[src/design/pdm_bridge_defines.svh]
// constants for the three-channel pdm bridge driver
// assumes a single drive clock; included by both module files
`ifndef PDM_BRIDGE_DEFINES_SVH
`define PDM_BRIDGE_DEFINES_SVH

// ==========================================================
// phase counter
`define PDM_PHASE_W      2
`define PDM_PHASE_LAST   2'h3
`define PDM_PHASE_STEP   2'h1
`define PDM_TRIG_LAG     2'h1

// ==========================================================
// channel indices, also the sampling phase of each channel
`define CH_SLEDGE        2'h0
`define CH_FOCUS         2'h1
`define CH_RADIAL        2'h2
`define CH_COUNT         3

// ==========================================================
// pin synchroniser bit positions: three data, two enables
`define SYNC_W           5
`define SYNC_EN_A        3
`define SYNC_EN_B        4

`endif

[src/design/pdm_bridge_pkg.sv]
// types and decode functions for the pdm bridge driver
// no state; used through package::name only
package pdm_bridge_pkg;

   // ==========================================================
   // switch pattern of one bridge, one-hot
   typedef enum logic [3:0] {
      DRV_OPEN  = 4'h1,
      DRV_POS   = 4'h2,
      DRV_NEG   = 4'h4,
      DRV_SHORT = 4'h8
   } drive_t;

   // operating modes from the enable pair, one-hot
   typedef enum logic [3:0] {
      MODE_STANDBY   = 4'h1,
      MODE_PARTLY    = 4'h2,
      MODE_RESET     = 4'h4,
      MODE_OPERATING = 4'h8
   } mode_t;

   // ==========================================================
   // notch: zero at half the sample rate, three-level result
   function automatic drive_t notch(input logic cur, input logic prev);
      if (cur != prev) begin
         notch = DRV_SHORT;
      end else if (cur) begin
         notch = DRV_POS;
      end else begin
         notch = DRV_NEG;
      end
   endfunction

   function automatic mode_t decode_mode(input logic selA, input logic selB);
      case ({selA, selB})
         2'b00:   decode_mode = MODE_STANDBY;
         2'b01:   decode_mode = MODE_PARTLY;
         2'b10:   decode_mode = MODE_RESET;
         default: decode_mode = MODE_OPERATING;
      endcase
   endfunction

endpackage

[src/design/bridge_channel.sv]
// one h-bridge: switch state updated on falling clock edges
// assumes trigger and drive request come from rising-edge logic
`timescale 1ns/1ps
`default_nettype none
`include "pdm_bridge_defines.svh"

module bridge_channel (
   input  wire logic                    mclk,     // drive clock
   input  wire logic                    rst_n,    // synchronous reset
   input  wire logic                    trig,     // output trigger strobe
   input  wire logic                    enable,   // driver on
   input  wire pdm_bridge_pkg::drive_t  request,  // filtered pattern
   output logic                         posVal,   // positive pin level
   output logic                         posOe,    // positive pin driven
   output logic                         negVal,   // negative pin level
   output logic                         negOe     // negative pin driven
);

   typedef struct packed {
      pdm_bridge_pkg::drive_t cur;
   } chan_state_t;

   chan_state_t st_r;
   chan_state_t st_nxt;
   pdm_bridge_pkg::drive_t tgt;

   // ==========================================================
   // next state
   always_comb begin
      st_nxt = st_r;
      tgt    = enable ? request : pdm_bridge_pkg::DRV_OPEN;
      if (trig) begin
         // a change between two closed patterns opens the bridge until its own next
         // trigger: every switching stays on this bridge's phase, at the cost of
         // one open sample period per change between closed patterns
         if (tgt != st_r.cur && st_r.cur != pdm_bridge_pkg::DRV_OPEN) begin
            st_nxt.cur = pdm_bridge_pkg::DRV_OPEN;
         end else begin
            st_nxt.cur = tgt;
         end
      end
   end

   // falling edge keeps output switching away from input sampling
   always_ff @(negedge mclk) begin
      if (!rst_n) begin
         st_r.cur <= pdm_bridge_pkg::DRV_OPEN;
      end else begin
         st_r <= st_nxt;
      end
   end

   // ==========================================================
   // switches: a pos-high, b neg-high, c pos-low, d neg-low
   always_comb begin
      posVal = (st_r.cur == pdm_bridge_pkg::DRV_POS);
      negVal = (st_r.cur == pdm_bridge_pkg::DRV_NEG);
      posOe  = (st_r.cur != pdm_bridge_pkg::DRV_OPEN);
      negOe  = (st_r.cur != pdm_bridge_pkg::DRV_OPEN);
   end

   // ==========================================================
   a_no_direct_swap: assert property (@(negedge mclk) disable iff (!rst_n)
      ($past(st_r.cur) != pdm_bridge_pkg::DRV_OPEN && st_r.cur != pdm_bridge_pkg::DRV_OPEN)
      |-> st_r.cur == $past(st_r.cur))
      else $error("bridge moved between closed patterns without open gap");
   a_trig_applies: assert property (@(negedge mclk) disable iff (!rst_n)
      (trig && !enable) |=> st_r.cur == pdm_bridge_pkg::DRV_OPEN)
      else $error("disabled bridge not opened at trigger");
   a_open_lands: assert property (@(negedge mclk) disable iff (!rst_n)
      (trig && enable && st_r.cur == pdm_bridge_pkg::DRV_OPEN) |=> st_r.cur == $past(request))
      else $error("open bridge did not take the requested pattern at trigger");
   a_hold_off_trig: assert property (@(negedge mclk) disable iff (!rst_n)
      !trig |=> $stable(st_r.cur))
      else $error("bridge switched on another bridge's phase");

endmodule
`default_nettype wire

[src/design/pdm_bridge_driver_timing.sv]
// pdm bridge driver: samples three pdm streams and drives three bridges
// assumes pins are asynchronous to mclk except the radial float pin,
// which acts without any clock
`timescale 1ns/1ps
`default_nettype none
`include "pdm_bridge_defines.svh"

module pdm_bridge_driver_timing (
   input  wire logic mclk,            // drive clock
   input  wire logic rst_n,           // synchronous reset
   input  wire logic sledgePdmIn,     // sledge pdm data pin
   input  wire logic focusPdmIn,      // focus pdm data pin
   input  wire logic radialPdmIn,     // radial pdm data pin
   input  wire logic enableSelectA,   // first enable pin
   input  wire logic enableSelectB,   // second enable pin
   input  wire logic radialFloat,     // radial high-impedance pin
   output logic      sledgeOutPos,    // sledge positive level
   output logic      sledgeOutPosOe,  // sledge positive driven
   output logic      sledgeOutNeg,    // sledge negative level
   output logic      sledgeOutNegOe,  // sledge negative driven
   output logic      focusOutPos,     // focus positive level
   output logic      focusOutPosOe,   // focus positive driven
   output logic      focusOutNeg,     // focus negative level
   output logic      focusOutNegOe,   // focus negative driven
   output logic      radialOutPos,    // radial positive level
   output logic      radialOutPosOe,  // radial positive driven
   output logic      radialOutNeg,    // radial negative level
   output logic      radialOutNegOe   // radial negative driven
);

   typedef struct packed {
      logic [`PDM_PHASE_W-1:0] phase;
      logic [`SYNC_W-1:0]      sync1;
      logic [`SYNC_W-1:0]      sync2;
      logic [`CH_COUNT-1:0]    sample;
      logic [`CH_COUNT-1:0]    prev;
      pdm_bridge_pkg::mode_t   mode;
   } top_state_t;

   top_state_t                st_r;
   top_state_t                st_nxt;
   logic [`CH_COUNT-1:0]      sampleStrobe;
   logic [`CH_COUNT-1:0]      outputTrigger;
   logic [`CH_COUNT-1:0]      driverOn;
   pdm_bridge_pkg::drive_t    req [`CH_COUNT];
   logic                      radPosOe;
   logic                      radNegOe;

   // ==========================================================
   // strobes from the phase counter
   always_comb begin
      for (int k = 0; k < `CH_COUNT; k++) begin
         sampleStrobe[k]  = (st_r.phase == 2'(k));
         // each trigger lags its sample so phase 0 never switches a bridge
         outputTrigger[k] = (st_r.phase == 2'(k) + `PDM_TRIG_LAG);
      end
   end

   // ==========================================================
   // mode decode
   always_comb begin
      driverOn[`CH_SLEDGE] = (st_r.mode == pdm_bridge_pkg::MODE_OPERATING);
      driverOn[`CH_FOCUS]  = (st_r.mode == pdm_bridge_pkg::MODE_OPERATING) ||
                             (st_r.mode == pdm_bridge_pkg::MODE_PARTLY);
      driverOn[`CH_RADIAL] = driverOn[`CH_FOCUS];
      for (int k = 0; k < `CH_COUNT; k++) begin
         req[k] = pdm_bridge_pkg::notch(st_r.sample[k], st_r.prev[k]);
      end
   end

   // ==========================================================
   // next state
   always_comb begin
      st_nxt       = st_r;
      st_nxt.phase = st_r.phase + `PDM_PHASE_STEP;
      st_nxt.sync1 = {enableSelectB, enableSelectA, radialPdmIn, focusPdmIn, sledgePdmIn};
      st_nxt.sync2 = st_r.sync1;
      // mode only follows the pins while the clock runs
      st_nxt.mode  = pdm_bridge_pkg::decode_mode(st_r.sync2[`SYNC_EN_A],
                                                 st_r.sync2[`SYNC_EN_B]);
      for (int k = 0; k < `CH_COUNT; k++) begin
         if (sampleStrobe[k]) begin
            st_nxt.prev[k]   = st_r.sample[k];
            st_nxt.sample[k] = st_r.sync2[k];
         end
      end
      if (st_r.mode == pdm_bridge_pkg::MODE_RESET) begin
         st_nxt.sample = '0;
         st_nxt.prev   = '0;
      end
   end

   always_ff @(posedge mclk) begin
      if (!rst_n) begin
         st_r.phase  <= '0;
         st_r.sync1  <= '0;
         st_r.sync2  <= '0;
         st_r.sample <= '0;
         st_r.prev   <= '0;
         st_r.mode   <= pdm_bridge_pkg::MODE_STANDBY;
      end else begin
         st_r <= st_nxt;
      end
   end

   // ==========================================================
   // bridges
   bridge_channel u_sledge (
      .mclk    (mclk),
      .rst_n   (rst_n),
      .trig    (outputTrigger[`CH_SLEDGE]),
      .enable  (driverOn[`CH_SLEDGE]),
      .request (req[`CH_SLEDGE]),
      .posVal  (sledgeOutPos),
      .posOe   (sledgeOutPosOe),
      .negVal  (sledgeOutNeg),
      .negOe   (sledgeOutNegOe)
   );

   bridge_channel u_focus (
      .mclk    (mclk),
      .rst_n   (rst_n),
      .trig    (outputTrigger[`CH_FOCUS]),
      .enable  (driverOn[`CH_FOCUS]),
      .request (req[`CH_FOCUS]),
      .posVal  (focusOutPos),
      .posOe   (focusOutPosOe),
      .negVal  (focusOutNeg),
      .negOe   (focusOutNegOe)
   );

   bridge_channel u_radial (
      .mclk    (mclk),
      .rst_n   (rst_n),
      .trig    (outputTrigger[`CH_RADIAL]),
      .enable  (driverOn[`CH_RADIAL]),
      .request (req[`CH_RADIAL]),
      .posVal  (radialOutPos),
      .posOe   (radPosOe),
      .negVal  (radialOutNeg),
      .negOe   (radNegOe)
   );

   // ==========================================================
   // radial float gate: pure logic, no flip-flop, so it works with the clock stopped;
   // the pad carries the pull-down, an open pin reads low here
   always_comb begin
      radialOutPosOe = radPosOe && !radialFloat;
      radialOutNegOe = radNegOe && !radialFloat;
   end

   // ==========================================================
   a_float_opens: assert property (@(posedge mclk) disable iff (!rst_n)
      radialFloat |-> (!radialOutPosOe && !radialOutNegOe))
      else $error("radial bridge driven while float input high");
   a_phase_counts: assert property (@(posedge mclk) disable iff (!rst_n)
      $past(rst_n) |-> st_r.phase == $past(st_r.phase) + `PDM_PHASE_STEP)
      else $error("phase counter did not advance by one");
   a_spare_edge: assert property (@(posedge mclk) disable iff (!rst_n)
      (st_r.phase == `PDM_PHASE_LAST) |-> (sampleStrobe == '0) ##1 $onehot(sampleStrobe))
      else $error("spare phase sampled or next phase idle");
   a_no_trig_phase0: assert property (@(posedge mclk) disable iff (!rst_n)
      (st_r.phase == 2'h0) |-> (outputTrigger == '0) ##1 outputTrigger[`CH_SLEDGE])
      else $error("trigger pattern wrong around phase zero");
   a_sample_held: assert property (@(posedge mclk) disable iff (!rst_n)
      (!$past(sampleStrobe[`CH_FOCUS]) && st_r.mode != pdm_bridge_pkg::MODE_RESET
       && $past(st_r.mode) != pdm_bridge_pkg::MODE_RESET)
      |-> $stable(st_r.sample[`CH_FOCUS]))
      else $error("focus sample changed off its strobe");
   a_sledge_mode: assert property (@(posedge mclk) disable iff (!rst_n)
      driverOn[`CH_SLEDGE] |-> ($past(st_r.sync2[`SYNC_EN_A]) && $past(st_r.sync2[`SYNC_EN_B])))
      else $error("sledge enabled without both enables");
   a_idle_short: assert property (@(posedge mclk) disable iff (!rst_n)
      (st_r.sample[`CH_RADIAL] != st_r.prev[`CH_RADIAL])
      |-> req[`CH_RADIAL] == pdm_bridge_pkg::DRV_SHORT)
      else $error("alternating samples not filtered to short");
   a_one_positive: assert property (@(posedge mclk) disable iff (!rst_n)
      (st_r.sample[`CH_SLEDGE] && st_r.prev[`CH_SLEDGE])
      |-> req[`CH_SLEDGE] == pdm_bridge_pkg::DRV_POS)
      else $error("two ones did not request positive drive");

   // phase, strobe, mode and filter checks
   a_one_trigger: assert property (@(posedge mclk) disable iff (!rst_n)
      $onehot0(outputTrigger))
      else $error("two bridges triggered in one phase");
   a_one_strobe: assert property (@(posedge mclk) disable iff (!rst_n)
      $onehot0(sampleStrobe))
      else $error("two channels sampled on one edge");
   a_sample_takes: assert property (@(posedge mclk) disable iff (!rst_n)
      ($past(sampleStrobe[`CH_RADIAL]) && $past(st_r.mode) != pdm_bridge_pkg::MODE_RESET)
      |-> st_r.sample[`CH_RADIAL] == $past(st_r.sync2[`CH_RADIAL]))
      else $error("radial sample did not take the synchronised pin");
   a_reset_clears: assert property (@(posedge mclk) disable iff (!rst_n)
      ($past(st_r.mode) == pdm_bridge_pkg::MODE_RESET)
      |-> (st_r.sample == '0 && st_r.prev == '0))
      else $error("reset mode left filter history set");
   a_focus_mode: assert property (@(posedge mclk) disable iff (!rst_n)
      driverOn[`CH_FOCUS] |-> $past(st_r.sync2[`SYNC_EN_B]))
      else $error("focus enabled without second enable");
   a_zero_negative: assert property (@(posedge mclk) disable iff (!rst_n)
      (!st_r.sample[`CH_FOCUS] && !st_r.prev[`CH_FOCUS])
      |-> req[`CH_FOCUS] == pdm_bridge_pkg::DRV_NEG)
      else $error("two zeros did not request negative drive");

endmodule
`default_nettype wire

[config.mk]
export PLATFORM = sky130hd
export DESIGN_NAME = pdm_bridge_driver_timing
export DESIGN_NICKNAME = d
export VERILOG_FILES = /design/src/design/pdm_bridge_pkg.sv /design/src/design/bridge_channel.sv /design/src/design/pdm_bridge_driver_timing.sv
export VERILOG_INCLUDE_DIRS = /design/src /design/src/design
export SDC_FILE = /design/constraint.sdc
export NUM_CORES = 1
export LEC_CHECK = 0
export BUFFER_PORTS_ARGS = -buffer_cell sky130_fd_sc_hd__buf_2
export CAP_MARGIN = 30
export CORE_MARGIN = 4
export CORE_UTILIZATION = 55
export DETAILED_ROUTE_END_ITERATION = 10
export PLACE_DENSITY = 0.81
export SETUP_SLACK_MARGIN = 0.15
export SLEW_MARGIN = 10
export SYNTH_ARGS = -nofsm -noshare
export SYNTH_HDL_FRONTEND = slang
export SYNTH_SLANG_ARGS = --single-unit
[constraint.sdc]
create_clock -name mclk -period 2.75 [get_ports mclk]
set_clock_uncertainty 0.15 [all_clocks]
set_input_delay 0.4125 -clock mclk [delete_from_list [all_inputs] [get_ports mclk]]
set_output_delay 0.4125 -clock mclk [all_outputs]
set_load 0.005 [all_outputs]
* Word-level counts from Yosys, hierarchy flattened
Cells that the tools add are included.
** Word-level totals
- Logic and storage cells :: 60
- Output and inout port bits :: 12
- Register bits :: 34
- Input bits :: 8
** Cells by class
- Multiplexer cells :: 13
- Bitwise operators :: 1
- Add/subtract/negate cells :: 1
- Equal/unequal tests :: 23
- Reductions and logical operators :: 9
** Operators with widths (count)
- $mux 4 :: 9
- $eq 4x2->1 const B :: 4
- $eq 4x3->1 const B :: 4
- $ne 4x1->1 const B :: 3
- $ne 4x4->1 :: 3
- $pmux 4 s3 :: 1
- $mux 3 :: 3
- $eq 2x2->1 const B :: 3
- $eq 2x1->1 const B :: 2
- $eq 4x4->1 const B :: 1
- $logic_and 1x1->1 :: 4
- $logic_not 2->1 :: 2
- $ne 1x1->1 :: 3
- $add 2x1->2 const B :: 1
- $reduce_or 2->1 :: 1
- $logic_not 1->1 :: 1
- $logic_or 1x1->1 :: 1
- $not 1->1 :: 1

* Depth between registers and ports, before layout
- Depth in word-level cells :: 6
- Gate-level depth with buffers :: 6
- Gate-level depth less buffers :: 6

* Modules after synthesis
A second synthesis with hierarchy kept.
** Second synthesis, totals
- Cells, all modules :: 180
- Area, all modules :: 1702.9 µm²
** By module, submodules not included
- pdm_bridge_driver_timing :: times used 1, cells an instance 78, area an instance 873.3 µm²
- bridge_channel :: times used 3, cells an instance 34, area an instance 276.5 µm²

==> run metrics <==
Worst path max stage delay=0.55 ns; DRC Markers=0; Final Hold Fails=0; die height=61.1 um; slowest stage cell, crit path=or4b_4; row count=18; DRT Pass-1 Iters=7; all-layer global routing usage=33.3%; worst-path maximum fanout=3; DR iter-0 viols=265; DR WL/cell=27.6 um; worst-margin pin slew=0.440 ns; antenna violations before repair=0; clock latency on the worst-skew pair=0.46 ns; Tot Pwr=1090 uW; Synth Warn #=0; Leakage Power=0.00106 uW; FF+latch count, synth=34; post-synth top area cell=dfxtp_1; RSZ-0062 raised after global routing=yes; H-tree levels=2; Hold Crit Class=in -> reg; synth top area cells=dfxtp_1 44%, ha_1 8.1%, inv_1 4.6%; multiplexer share of the synthesized area=3.87%; post-synthesis compound-gate area fraction=11.3%; Worst EP required=2.19 ns; finished layout cell area=2480 um^2; crit path kind=reg -> out; Power Density=441 nW/um^2; hpwl dp=2650 um; via total after detailed routing=1775; clock transition at the registers of the reported paths=0.10 ns; CTS Buffer Depth=2; Startpoint Class=flop; die area=3730 um^2; failing checks=negative setup slack; Slew Limit Fails=0; Num CTS Buffers=5; NumNets Final=251; IO Pins=20; Slew Limit Headroom=70.5%; PnR worst setup slack=-0.699 ns; first-pass GRT wire length=8580 um; Netlist Area Pre-Place=1550 um^2; pin count of the biggest net entering global routing=16; vias in the first global route=1654; register area share after synthesis=43.9%; maximum VDD drop=0.613 mV; combinational family with the most area after synthesis=simple AND/OR/NAND/NOR gates; final global-route overflow total=0; Hold Path Cell Cnt=2; arrival time worst endpoint=2.89 ns; outcome=finished with violations; clk root buf=clkbuf_4; Final setup viols=24; hold-fix buffers at CTS=0; routability cong.=0.840; ant diodes=0; syn_area_per_cell=9.52 um^2; Cell variety after synth=36; PortBufs=19; simple-gate share of the synthesized area=22.2%; core box area=2590 um^2; area post-placement=1940 um^2; Max-Cap Viols=0; Post-Syn Nets=181; area share of fa/ha/maj cells after synthesis=8.06%; Hold Slack=0.120 ns; Post-Synth XOR/XNOR Area=3.95%; routed wire length=7300 um; DIE WIDTH=61.1 um; Via density=6.72; Initial Util=59.9%; top cell type's share of synthesized area=43.9%; area grow syn2layout=60.0%; Crit. End Element=output pin; Gate Count Post-Synth=163; clock sinks=34; CTS tree=built; fraction of layout cells with a size suffix above 1=55.1%; R2R depth=6; Routed Antenna Nets=0; cells along the critical path=or4b_4 > buf_2
power by group:
group / switching, uW / total, uW / internal (uW) / leakage (uW)
clock network: 278 / 491 / 213 / 0.000102
registers: 12.4 / 509 / 496 / 0.000287
logic: 51.2 / 94.3 / 43.2 / 0.000675
total: 341 / 1090 / 752 / 0.00106
through the flow:
stage | utilization (%) | std cells | TNS (ns) | worst slack, ns
floorplan | - | 163 | -1.63 | -0.216
global placement | 74.7 | 229 | -2.45 | -0.244
detailed placement | 74.7 | 229 | -3.41 | -0.344
CTS | 88.2 | 259 | -6.93 | -0.594
global route | 95.8 | 264 | -12.08 | -0.766
finish | 95.8 | 264 | -10.40 | -0.699
cells in the mapped netlist, drive strengths merged:
master  count
xnor2       4
a21boi      1
nand2b      4
and4        1
xor2        3
dfxtp      34
and3        1
a31oi       1
o41ai       2
ha         10
o32a        1
nor2b       2
mux2i       6
nand4       2
o21ai       5
clkbuf      3
nor3b       2
a22o        3
a21oi       3
nand2       9
nor4b       7
nor4        1
nor3        2
buf         3
inv        19
or4b        1
and2       11
nor2       14
a221oi      1
o41a        1
a2111o      1
o31ai       3
nand3       1
a22oi       1
flip-flops by register name, indices dropped and copies added (netlist names):
register / flops
st_r: 17
st_nxt: 5
u_focus.st_r: 4
u_radial.st_r: 4
u_sledge.st_r: 4
critical path, delay by kind of cell (launching register included):
family                 cells  cell delay, ns
buffers and inverters      1            0.16
AND/OR/NAND/NOR            1            0.55
flip-flops                 1            0.34
cell type report:
type	instances	area, um^2
clock buffers	6	41.3
repair buffers	58	399
flip-flops and latches	34	728
inverters	18	72.6
multi-input cells	104	1120
well taps	30	37.5
clock inverters	14	80.1
fillers	61	108
cells in the final DEF, fill, tap and decap left out, types with 2 or more instances in the layout:
master / n
dfxtp_4: 10
ha_2: 2
mux2i_1: 6
nor2b_4: 2
nand2b_1: 3
a22o_1: 3
inv_1: 24
buf_2: 19
ha_1: 4
inv_2: 4
o21ai_2: 2
clkbuf_4: 5
ha_4: 4
dfxtp_2: 8
nor4b_4: 7
buf_6: 3
xnor2_2: 3
dfxtp_1: 16
o21ai_1: 2
nand2_1: 9
o31ai_2: 2
xor2_2: 2
nand4_1: 2
and2_1: 11
a21oi_2: 3
inv_4: 2
buf_4: 36
nor2_1: 13
per-layer routing:
metal / track usage, % / part of all wire [%] / vias up
met2: 58.0 / 44 / 172
met5: 0 / 0 / -
met3: 11.5 / 12 / 87
li1: - / - / 698
met4: 17.3 / 9.3 / 0
met1: 35.2 / 34 / 818
worst paths after layout:
path	end	start	slack [ns]
max reg2reg	u_focus.st_r[3]	st_r[8]	-0.44
min	st_nxt[12]	radialPdmIn	0.12
min reg2reg	st_r[11]	st_nxt[11]	0.31
max	focusOutNegOe	u_focus.st_r[1]	-0.70
what timing repair did:
action | CTS | global route
cloned | 0 | 0
resized for setup | 34 | 29
endpoints found under the setup margin | 24 | 24
pin swaps | 9 | 17
setup buffers | 11 | 5
cells by family after synthesis:
| logic type | Yosys count |
|---|---|
| AOI/OAI and AO/OA | 23 |
| xor gates and xnor gates | 7 |
| adders and majority gates | 10 |
| buffers and inverters | 25 |
| DFF | 34 |
| muxes | 6 |
| and+or+nand+nor | 58 |
Power figures use the tool's default switching activity.
